===== src/include/dspr_pkg.sv =====
// Constants, types and register map of the DSP core programming model.
// Assumes an APB master with 32-bit data and word-aligned addresses.
package dspr_pkg;

   // Register indices; byte address is four times the index
   localparam logic [5:0] IDX_X_LOW    = 6'h00;
   localparam logic [5:0] IDX_X_HIGH   = 6'h01;
   localparam logic [5:0] IDX_Y_LOW    = 6'h02;
   localparam logic [5:0] IDX_Y_HIGH   = 6'h03;
   localparam logic [5:0] IDX_ACC_BASE = 6'h04;
   localparam logic [5:0] ACC_STRIDE   = 6'h05;
   localparam logic [5:0] SUB_EXT      = 6'h00;
   localparam logic [5:0] SUB_MID      = 6'h01;
   localparam logic [5:0] SUB_LOW      = 6'h02;
   localparam logic [5:0] SUB_FULL24   = 6'h03;
   localparam logic [5:0] SUB_FULL48   = 6'h04;
   localparam logic [5:0] IDX_HI_STAGE = 6'h0e;
   localparam logic [2:0] GRP_PTR      = 3'h2;
   localparam logic [2:0] GRP_OFF      = 3'h3;
   localparam logic [2:0] GRP_MOD      = 3'h4;
   localparam logic [5:0] IDX_PC       = 6'h28;
   localparam logic [5:0] IDX_SR       = 6'h29;
   localparam logic [5:0] IDX_LC       = 6'h2a;
   localparam logic [5:0] IDX_AGU_CMD  = 6'h2b;
   localparam logic [5:0] IDX_AGU_EA   = 6'h2c;

   // Reset values
   localparam logic [15:0] MOD_RST = 16'hffff;
   localparam logic [15:0] PC_RST  = 16'h0000;
   localparam logic [15:0] SR_RST  = 16'h0300;

   // Status word fields: mode byte high, condition byte low
   localparam int unsigned MR_LSB      = 8;
   localparam int unsigned SCALE_LSB   = 10;
   localparam int unsigned LOOP_BIT    = 15;
   localparam int unsigned LIMIT_BIT   = 6;
   localparam logic [7:0]  EXC_MASK    = 8'h03;
   localparam logic [1:0]  SCALE_NONE  = 2'h0;
   localparam logic [1:0]  SCALE_DOWN  = 2'h1;
   localparam logic [1:0]  SCALE_UP    = 2'h2;

   // Address update command fields and modes
   localparam int unsigned CMD_MODE_LSB = 3;
   localparam int unsigned CMD_PRE_BIT  = 5;
   localparam logic [1:0]  UPD_INC      = 2'h0;
   localparam logic [1:0]  UPD_DEC      = 2'h1;
   localparam logic [1:0]  UPD_ADD_OFF  = 2'h2;
   localparam logic [1:0]  UPD_SUB_OFF  = 2'h3;
   localparam logic [15:0] MOD_REVERSE  = 16'h0000;
   localparam logic [15:0] MOD_LINEAR   = 16'hffff;

   // Limiting constants
   localparam logic [23:0] LIM_POS = 24'h7fffff;
   localparam logic [23:0] LIM_NEG = 24'h800000;

   typedef enum logic [3:0] {
      OP_NONE, OP_JSR, OP_DO_START, OP_DO_END, OP_LOOP_EXIT_INSTR, OP_RTI,
      OP_SWI, OP_EXC, OP_ORI_MR, OP_IMMEDIATE_AND_INSTR_MR, OP_ORI_CCR, OP_IMMEDIATE_AND_INSTR_CCR,
      OP_ALU
   } dspr_op_t;

   typedef struct packed {
      dspr_op_t    op;
      logic [15:0] arg;
      logic [7:0]  condition_code_byte;
   } dspr_ev_t;

   typedef struct packed {
      logic [15:0] pc;
      logic [15:0] sr;
      logic [15:0] lc;
      logic        with_lc;
   } dspr_frame_t;

endpackage : dspr_pkg


===== src/design/dspr_regs.sv =====
// Programming model register set of a 24-bit DSP core, on APB.
// Assumes the core sequencer drives one event per cycle and presents
// the top stack frame together with every popping event.
//
// Decided for this implementation: the placing of the registers and the APB interface to the registers.
`timescale 1ns/1ns
module dspr_regs (
   input  wire logic                clk,
   input  wire logic                rst,
   input  wire logic [11:0]         paddr,
   input  wire logic                psel,
   input  wire logic                penable,
   input  wire logic                pwrite,
   input  wire logic [31:0]         pwdata,
   output logic      [31:0]         prdata,
   output logic                     pready,
   output logic                     pslverr,
   input  wire dspr_pkg::dspr_ev_t  core_ev,
   input  wire logic                fetch_adv,
   input  wire dspr_pkg::dspr_frame_t stk_top,
   output logic                     stk_push,
   output dspr_pkg::dspr_frame_t    stk_frame
);

   ////////////////////////////////////////////////////////////////////
   // Functions

   function automatic logic [15:0] bit_rev(input logic [15:0] v);
      logic [15:0] o;
      o = 16'h0000;
      for (int i = 0; i < 16; i++) begin
         o[i] = v[15-i];
      end
      return o;
   endfunction : bit_rev

   // Next pointer value for one update step
   function automatic logic [15:0] agu_next(
      input logic [15:0] r,
      input logic [15:0] n,
      input logic [15:0] m,
      input logic [1:0]  mode);
      logic [15:0] step;
      logic [15:0] mask;
      logic [17:0] rel;
      logic [17:0] span;
      step = 16'h0000;
      mask = m;
      rel  = 18'h00000;
      span = {2'b00, m} + 18'h00001;
      case (mode)
         dspr_pkg::UPD_INC:     step = 16'h0001;
         dspr_pkg::UPD_DEC:     step = 16'hffff;
         dspr_pkg::UPD_ADD_OFF: step = n;
         default:               step = 16'h0000 - n;
      endcase
      for (int i = 0; i < 4; i++) begin
         mask = mask | (mask >> (1 << i));
      end
      if (m == dspr_pkg::MOD_REVERSE) begin
         return bit_rev(bit_rev(r) + bit_rev(step));
      end else if (m == dspr_pkg::MOD_LINEAR) begin
         return r + step;
      end else begin
         // Modulo window holds only steps up to the modulus in size
         rel = {2'b00, r & mask} + {{2{step[15]}}, step};
         if (rel[17]) begin
            rel = rel + span;
         end else if (rel > {2'b00, m}) begin
            rel = rel - span;
         end
         return (r & ~mask) | rel[15:0];
      end
   endfunction : agu_next

   // Scaled, limited 24-bit move of a whole accumulator; bit 24 = limit
   function automatic logic [24:0] acc_move(
      input logic [55:0] acc,
      input logic [1:0]  scale);
      logic [55:0] sh;
      logic        ovf;
      case (scale)
         dspr_pkg::SCALE_DOWN: sh = {acc[55], acc[55:1]};
         dspr_pkg::SCALE_UP:   sh = {acc[54:0], 1'b0};
         default:              sh = acc;
      endcase
      ovf = !((&sh[55:47]) || !(|sh[55:47]));
      if (ovf) begin
         return {1'b1, acc[55] ? dspr_pkg::LIM_NEG : dspr_pkg::LIM_POS};
      end
      return {1'b0, sh[47:24]};
   endfunction : acc_move

   ////////////////////////////////////////////////////////////////////
   // Bus decode

   logic [23:0] alu_in_r [4];
   logic [55:0] acc_r    [2];
   logic [23:0] hi_stage_r;
   logic [15:0] ptr_r    [8];
   logic [15:0] off_r    [8];
   logic [15:0] mod_r    [8];
   logic [15:0] pc_r;
   logic [15:0] sr_r;
   logic [15:0] sr_nxt;
   logic [15:0] lc_r;
   logic [15:0] ea_r;
   logic [31:0] prdata_r;
   logic        err_r;
   logic        push_r;
   dspr_pkg::dspr_frame_t frame_r;
   logic [31:0] rd_mux;
   logic        mapped;

   wire [5:0]  idx      = paddr[7:2];
   wire [2:0]  grp      = idx[5:3];
   wire [2:0]  sel      = idx[2:0];
   wire        hi_zero  = (paddr[11:8] == 4'h0);
   wire        setup    = psel & ~penable;
   wire        access   = psel & penable;
   // Upper address bits set alias nothing: such writes are dropped
   wire        wr       = access & pwrite & hi_zero;
   wire        rd_done  = access & ~pwrite & hi_zero;
   wire [1:0]  scale    = sr_r[dspr_pkg::SCALE_LSB +: 2];
   wire [24:0] move_a   = acc_move(acc_r[0], scale);
   wire [24:0] move_b   = acc_move(acc_r[1], scale);
   wire [5:0]  full24_a = dspr_pkg::IDX_ACC_BASE + dspr_pkg::SUB_FULL24;
   wire [5:0]  full24_b = full24_a + dspr_pkg::ACC_STRIDE;
   wire        lim_hit  = rd_done & ((idx == full24_a & move_a[24]) |
                                     (idx == full24_b & move_b[24]));
   wire        cmd_wr   = wr & (idx == dspr_pkg::IDX_AGU_CMD);
   wire [2:0]  cmd_ptr  = pwdata[2:0];
   wire [1:0]  cmd_mode = pwdata[dspr_pkg::CMD_MODE_LSB +: 2];
   wire        cmd_pre  = pwdata[dspr_pkg::CMD_PRE_BIT];
   wire [15:0] upd_val  = agu_next(ptr_r[cmd_ptr], off_r[cmd_ptr],
                                   mod_r[cmd_ptr], cmd_mode);
   wire        op_push  = (core_ev.op == dspr_pkg::OP_JSR) |
                          (core_ev.op == dspr_pkg::OP_DO_START);
   wire        op_lcpop = (core_ev.op == dspr_pkg::OP_DO_END) |
                          (core_ev.op == dspr_pkg::OP_LOOP_EXIT_INSTR);

   assign pready  = access;
   assign pslverr = access & err_r;
   assign prdata  = prdata_r;

   always_comb begin
      rd_mux = 32'h00000000;
      mapped = hi_zero;
      if (idx < dspr_pkg::IDX_ACC_BASE) begin
         rd_mux[23:0] = alu_in_r[idx[1:0]];
      end else if (idx < dspr_pkg::IDX_HI_STAGE) begin
         case (idx)
            6'h04: rd_mux[7:0]  = acc_r[0][55:48];
            6'h05: rd_mux[23:0] = acc_r[0][47:24];
            6'h06: rd_mux[23:0] = acc_r[0][23:0];
            6'h07: rd_mux[23:0] = move_a[23:0];
            6'h09: rd_mux[7:0]  = acc_r[1][55:48];
            6'h0a: rd_mux[23:0] = acc_r[1][47:24];
            6'h0b: rd_mux[23:0] = acc_r[1][23:0];
            6'h0c: rd_mux[23:0] = move_b[23:0];
            default: rd_mux = 32'h00000000;
         endcase
      end else if (idx == dspr_pkg::IDX_HI_STAGE) begin
         rd_mux[23:0] = hi_stage_r;
      end else if (grp == dspr_pkg::GRP_PTR) begin
         rd_mux[15:0] = ptr_r[sel];
      end else if (grp == dspr_pkg::GRP_OFF) begin
         rd_mux[15:0] = off_r[sel];
      end else if (grp == dspr_pkg::GRP_MOD) begin
         rd_mux[15:0] = mod_r[sel];
      end else begin
         case (idx)
            dspr_pkg::IDX_PC:      rd_mux[15:0] = pc_r;
            dspr_pkg::IDX_SR:      rd_mux[15:0] = sr_r;
            dspr_pkg::IDX_LC:      rd_mux[15:0] = lc_r;
            dspr_pkg::IDX_AGU_CMD: rd_mux = 32'h00000000;
            dspr_pkg::IDX_AGU_EA:  rd_mux[15:0] = ea_r;
            default:               mapped = 1'b0;
         endcase
      end
   end

   // Read data captured in setup so the access phase needs no wait
   always_ff @(posedge clk) begin
      if (rst) begin
         prdata_r <= 32'h00000000;
         err_r    <= 1'b0;
      end else if (setup) begin
         prdata_r <= mapped ? rd_mux : 32'h00000000;
         err_r    <= ~mapped;
      end
   end

   ////////////////////////////////////////////////////////////////////
   // Data ALU registers

   for (genvar g = 0; g < 4; g++) begin : g_alu_in
      always_ff @(posedge clk) begin
         if (rst) begin
            alu_in_r[g] <= 24'h000000;
         end else if (wr & idx == 6'(g)) begin
            alu_in_r[g] <= pwdata[23:0];
         end
      end
   end

   always_ff @(posedge clk) begin
      if (rst) begin
         hi_stage_r <= 24'h000000;
      end else if (wr & idx == dspr_pkg::IDX_HI_STAGE) begin
         hi_stage_r <= pwdata[23:0];
      end
   end

   for (genvar g = 0; g < 2; g++) begin : g_acc
      wire [5:0] base = dspr_pkg::IDX_ACC_BASE + 6'(g * 5);
      wire [5:0] sub  = idx - base;
      wire       hit  = wr & (idx >= base) &
                        (sub <= dspr_pkg::SUB_FULL48);
      always_ff @(posedge clk) begin
         if (rst) begin
            acc_r[g] <= 56'h00000000000000;
         end else if (hit) begin
            case (sub)
               dspr_pkg::SUB_EXT:    acc_r[g][55:48] <= pwdata[7:0];
               dspr_pkg::SUB_MID:    acc_r[g][47:24] <= pwdata[23:0];
               dspr_pkg::SUB_LOW:    acc_r[g][23:0]  <= pwdata[23:0];
               dspr_pkg::SUB_FULL24: acc_r[g] <= {{8{pwdata[23]}},
                  pwdata[23:0], 24'h000000};
               default:              acc_r[g] <= {{8{hi_stage_r[23]}},
                  hi_stage_r, pwdata[23:0]};
            endcase
         end
      end
   end

   ////////////////////////////////////////////////////////////////////
   // Address generation registers

   for (genvar g = 0; g < 8; g++) begin : g_agu
      always_ff @(posedge clk) begin
         if (rst) begin
            ptr_r[g] <= 16'h0000;
            off_r[g] <= 16'h0000;
            mod_r[g] <= dspr_pkg::MOD_RST;
         end else begin
            if (cmd_wr & cmd_ptr == 3'(g)) begin
               ptr_r[g] <= upd_val;
            end else if (wr & grp == dspr_pkg::GRP_PTR & sel == 3'(g)) begin
               ptr_r[g] <= pwdata[15:0];
            end
            if (wr & grp == dspr_pkg::GRP_OFF & sel == 3'(g)) begin
               off_r[g] <= pwdata[15:0];
            end
            if (wr & grp == dspr_pkg::GRP_MOD & sel == 3'(g)) begin
               mod_r[g] <= pwdata[15:0];
            end
         end
      end
   end

   // Address used by the last update: new value if pre, old if post
   always_ff @(posedge clk) begin
      if (rst) begin
         ea_r <= 16'h0000;
      end else if (cmd_wr) begin
         ea_r <= cmd_pre ? upd_val : ptr_r[cmd_ptr];
      end
   end

   ////////////////////////////////////////////////////////////////////
   // Program control registers

   always_comb begin
      sr_nxt = sr_r;
      if (wr & idx == dspr_pkg::IDX_SR) begin
         sr_nxt = pwdata[15:0];
      end
      case (core_ev.op)
         dspr_pkg::OP_RTI:      sr_nxt = stk_top.sr;
         dspr_pkg::OP_SWI,
         dspr_pkg::OP_EXC:      sr_nxt[15:8] = sr_r[15:8] | dspr_pkg::EXC_MASK;
         dspr_pkg::OP_DO_START: sr_nxt[dspr_pkg::LOOP_BIT] = 1'b1;
         dspr_pkg::OP_DO_END,
         dspr_pkg::OP_LOOP_EXIT_INSTR:    sr_nxt[15:8] = stk_top.sr[15:8];
         dspr_pkg::OP_ORI_MR:   sr_nxt[15:8] = sr_r[15:8] | core_ev.arg[7:0];
         dspr_pkg::OP_IMMEDIATE_AND_INSTR_MR:  sr_nxt[15:8] = sr_r[15:8] & core_ev.arg[7:0];
         dspr_pkg::OP_ORI_CCR:  sr_nxt[7:0]  = sr_r[7:0] | core_ev.arg[7:0];
         dspr_pkg::OP_IMMEDIATE_AND_INSTR_CCR: sr_nxt[7:0]  = sr_r[7:0] & core_ev.arg[7:0];
         dspr_pkg::OP_ALU:      sr_nxt[7:0]  = core_ev.condition_code_byte;
         default:               sr_nxt = sr_nxt;
      endcase
      // Limiting is the one move that marks the condition byte
      if (lim_hit) begin
         sr_nxt[dspr_pkg::LIMIT_BIT] = 1'b1;
      end
   end

   always_ff @(posedge clk) begin
      if (rst) begin
         sr_r    <= dspr_pkg::SR_RST;
         pc_r    <= dspr_pkg::PC_RST;
         lc_r    <= 16'h0000;
         push_r  <= 1'b0;
         frame_r <= '0;
      end else begin
         sr_r   <= sr_nxt;
         push_r <= op_push;
         if (op_push) begin
            frame_r <= {pc_r, sr_r, lc_r,
                        core_ev.op == dspr_pkg::OP_DO_START};
         end
         // Program counter ignores bus writes
         if (core_ev.op == dspr_pkg::OP_JSR) begin
            pc_r <= core_ev.arg;
         end else if (core_ev.op == dspr_pkg::OP_RTI) begin
            pc_r <= stk_top.pc;
         end else if (fetch_adv) begin
            pc_r <= pc_r + 16'h0001;
         end
         if (core_ev.op == dspr_pkg::OP_DO_START) begin
            lc_r <= core_ev.arg;
         end else if (op_lcpop) begin
            lc_r <= stk_top.lc;
         end else if (wr & idx == dspr_pkg::IDX_LC) begin
            lc_r <= pwdata[15:0];
         end
      end
   end

   assign stk_push  = push_r;
   assign stk_frame = frame_r;
endmodule : dspr_regs


===== config.mk =====
export PLATFORM = sky130hd
export DESIGN_NAME = dspr_regs
export DESIGN_NICKNAME = d
export VERILOG_FILES = /design/src/include/dspr_pkg.sv /design/src/design/dspr_regs.sv
export SDC_FILE = /design/constraint.sdc
export NUM_CORES = 2
export LEC_CHECK = 0
export BUFFER_PORTS_ARGS = -buffer_cell sky130_fd_sc_hd__buf_2
export CORE_ASPECT_RATIO = 0.5
export CORE_MARGIN = 2
export CORE_UTILIZATION = 45
export CTS_CLUSTER_DIAMETER = 80
export DETAILED_ROUTE_END_ITERATION = 8
export GPL_ROUTABILITY_DRIVEN = 0
export PLACE_DENSITY_LB_ADDON = 0.3
export SYNTH_ARGS = -nofsm -noshare
export SYNTH_HDL_FRONTEND = slang
export SYNTH_SLANG_ARGS = --single-unit

===== constraint.sdc =====
create_clock -name clk -period 22.1 [get_ports clk]
set_clock_uncertainty 0.15 [all_clocks]
set_input_delay 2.21 -clock clk [delete_from_list [all_inputs] [get_ports clk]]
set_output_delay 2.21 -clock clk [all_outputs]
set_load 0.01 [all_outputs]

==> out/metrics.csv <==
metric,value,unit
cp_data_required_time,22.35,ns
min_path_type,reg -> reg,
cp-end-kind,register,
hold-path-cell-count,2,
io_pins,211,
synthAdderAreaFrac,2.68,%
synth_compound_area_share,17.7,%
crit_top_cell,o21ai_0,
r2r-end,ptr_r[4][9],
firstDrtPassIters,8,
synthArstFlopShare,0,%
die_area,105000,um2
yosysSeqAreaShare,45.6,%
hold_buffers,0,
maxCapViolations,0,
slew_viol_final,0,
rrSetupSlack,11.88,ns
placementRows,82,
core-area,101000,um2
syn_area,46100,um2
cts_buffer_depth,3,
path_depth,30,
slowest_stage,o41ai_2,
antenna_found_initial,15,
fmax,0.0798,GHz
ir_drop,0.0600,mV
powerDensity,78.0,nW/um2
ys.flop_type,edfxtp_1,
final_antenna_net_count,0,
rr_startpoint,mod_r[7][14],
track_usage,30.4,%
synthMuxAreaShare,12.1,%
total_leakage_power,17.7,nW
die_h,230,um
port_buffers,191,
grt_pass1_vias,37389,
path_class,in -> reg,
grt_pass1_wl,241,mm
clk_latency,0.69,ns
yosys.area_share.simple,16.3,%
area_delta_synth_final,9.47,%
finalSetupTns,0,ns
cp.buffers_inverters,3,
layout-drive-gt1-share,15.6,%
synth_top_family_by_area,compound AO/OA/AOI/OAI gates,
cts_buffers,72,
grt_start_max_net_pins,89,
fin_crit,12.54,ns
final_area,50500,um2
grt_setup_unrepaired,false,
post-dp-hpwl,109,mm
power,3.94,mW
syn_avg_cell_area,10.1,um2
path_delay_family,simple AND/OR/NAND/NOR gates,
final_util,50.1,%
critical_path.max_fanout,49,
cts_num_sinks,755,
cts.clk_slew.worst_paths,0.06,ns
slew_headroom,5.11,%
post_cts_resized,0,
drc,0,
start_util,45.8,%
cts_tree,yes,
synth-edff-count,592,
place_area,48100,um2
gr-total-overflow,0,
cts_setup_buffers,0,
die_w,457,um
max_stage_delay,1.04,ns
yosysWarnings,0,
synthXorXnorAreaFrac,1.30,%
h-tree-depth,3,
synth-seq-cells,755,
viasPerCell,6.68,
nets,4740,
yosysUniqueCellTypes,101,
hold_violations,0,
clockRootBuffer,clkbuf_16,
whs,0.301,ns
finalCritPeriodShare,56.7,%
worst_pin_slew,1.39,ns
worstPathArrival,12.79,ns
cp-startpoint,pwdata[1],
status,"complete, no violations",
cp-start-kind,input pin,
vias,39591,
synthCells,4562,
wirelength,165,mm
setup_violations,0,
r2r_cells,29,
fillCellCount,8949,
drtIter0Drc,5783,
worst_setup_path_endpoint,ptr_r[4][9],
post_drt_wl_per_cell,27.7,um
==> tightest hold or removal path: stages, from the launching register on <==
cell	delay [ns]
dfxtp_1	0.31
nand2_1	0.05
a21oi_1	0.05
==> worst min path at each step <==
stage / startpoint / end / slack (ns)
after CTS: stk_frame[27] / stk_frame[27] / 0.30
after floorplan: lc_r[9] / stk_frame[10] / 0.30
final: stk_frame[34] / stk_frame[34] / 0.30
after global routing: stk_frame[43] / stk_frame[43] / 0.32
after detailed placement: stk_frame[7] / stk_frame[7] / 0.29
after global placement: stk_frame[42] / stk_frame[42] / 0.29
==> kinds of logic after synthesis <==
group                      Yosys count
adders and majority gates           96
and+or+nand+nor                   1570
muxes                              317
AOI/OAI and AO/OA                 1252
buffers and inverters              504
other                                1
DFF                                755
xor gates and xnor gates            67
==> power by group <==
group | switching [mW] | internal [mW] | total (mW)
clock | 0.583 | 0.682 | 1.26
combinational | 0.689 | 0.358 | 1.05
sequential | 0.0422 | 1.59 | 1.63
==> through the flow <==
step | setup WS [ns] | instances
6_report | 9.56 | 5928
5_1_grt | 9.21 | 5924
4_1_cts | 9.98 | 5920
3_5_place_dp | 9.35 | 5787
3_3_place_gp | 9.38 | 5787
2_1_floorplan | 11.87 | 4569
==> cell usage after synthesis, drive strengths merged (6+ instances only) <==
cell | count | share of area, %
nand2b | 30 | 0.41
mux2i | 79 | 1.7
and4 | 6 | 0.11
a221o | 15 | 0.33
nor4 | 22 | 0.30
nor2b | 52 | 0.70
nand3 | 43 | 0.47
or3 | 130 | 1.8
a2111oi | 12 | 0.23
o211ai | 7 | 0.11
nand4 | 17 | 0.23
a22oi | 128 | 2.1
xnor2 | 41 | 0.78
a21oi | 359 | 3.9
and2 | 242 | 3.3
o221ai | 33 | 0.63
nor3 | 71 | 0.80
nor2 | 362 | 3.0
a221oi | 45 | 0.89
xor2 | 25 | 0.47
and3 | 28 | 0.38
edfxtp | 592 | 39
o31ai | 21 | 0.36
o2111ai | 24 | 0.46
a211oi | 50 | 0.82
a31oi | 36 | 0.49
dfxtp | 163 | 7.1
mux4 | 186 | 9.1
o21ai | 298 | 3.2
o21a | 18 | 0.29
or2 | 13 | 0.18
nand2 | 532 | 4.3
a21o | 31 | 0.50
buf | 81 | 0.90
a22o | 63 | 1.2
o22ai | 28 | 0.38
inv | 81 | 0.66
a32o | 9 | 0.20
ha | 91 | 2.5
o21bai | 20 | 0.33
clkbuf | 341 | 2.8
mux2 | 52 | 1.3
==> flip-flops by register name, indices dropped and copies added, names as in the netlist, 16 cells and up <==
signal,cells
hi_stage_r,24
sr_r,16
prdata,24
lc_r,16
ea_r,16
mod_r,128
alu_in_r,96
acc_r,112
ptr_r,128
pc_r,16
stk_frame,49
off_r,128
==> layer usage <==
layer	GRT usage [%]	share of wire [%]	vias up
met1	40.6	38	19187
met5	0	0.0079	-
met2	46.5	44	2893
li1	-	-	17013
met3	8.37	14	496
met4	12.9	4.8	2
==> final cells by class <==
type	instances	area (um2)	area share, %
multi-input combinational	3310	23300	46.2
sequential	755	21000	41.7
clock buffer	93	1950	3.87
timing repair buffer	296	1790	3.55
tap	1344	1680	3.33
clock inverter	40	399	0.790
inverter	82	308	0.609
antenna	8	20.0	0.0396
==> layout by cell type, fill, tap and decap left out, types with 63 or more instances in the layout <==
master / n
dfxtp_1: 163
ha_1: 89
a22oi_1: 127
buf_4: 105
nand2_1: 532
edfxtp_1: 592
clkbuf_16: 74
o21ai_0: 239
buf_2: 185
nor3_1: 64
or3_1: 130
nor2_1: 344
and2_1: 240
a21oi_1: 358
mux2i_1: 78
a22o_1: 63
inv_1: 76
mux4_2: 186
Note: power is estimated with default switching activity, not from simulation.
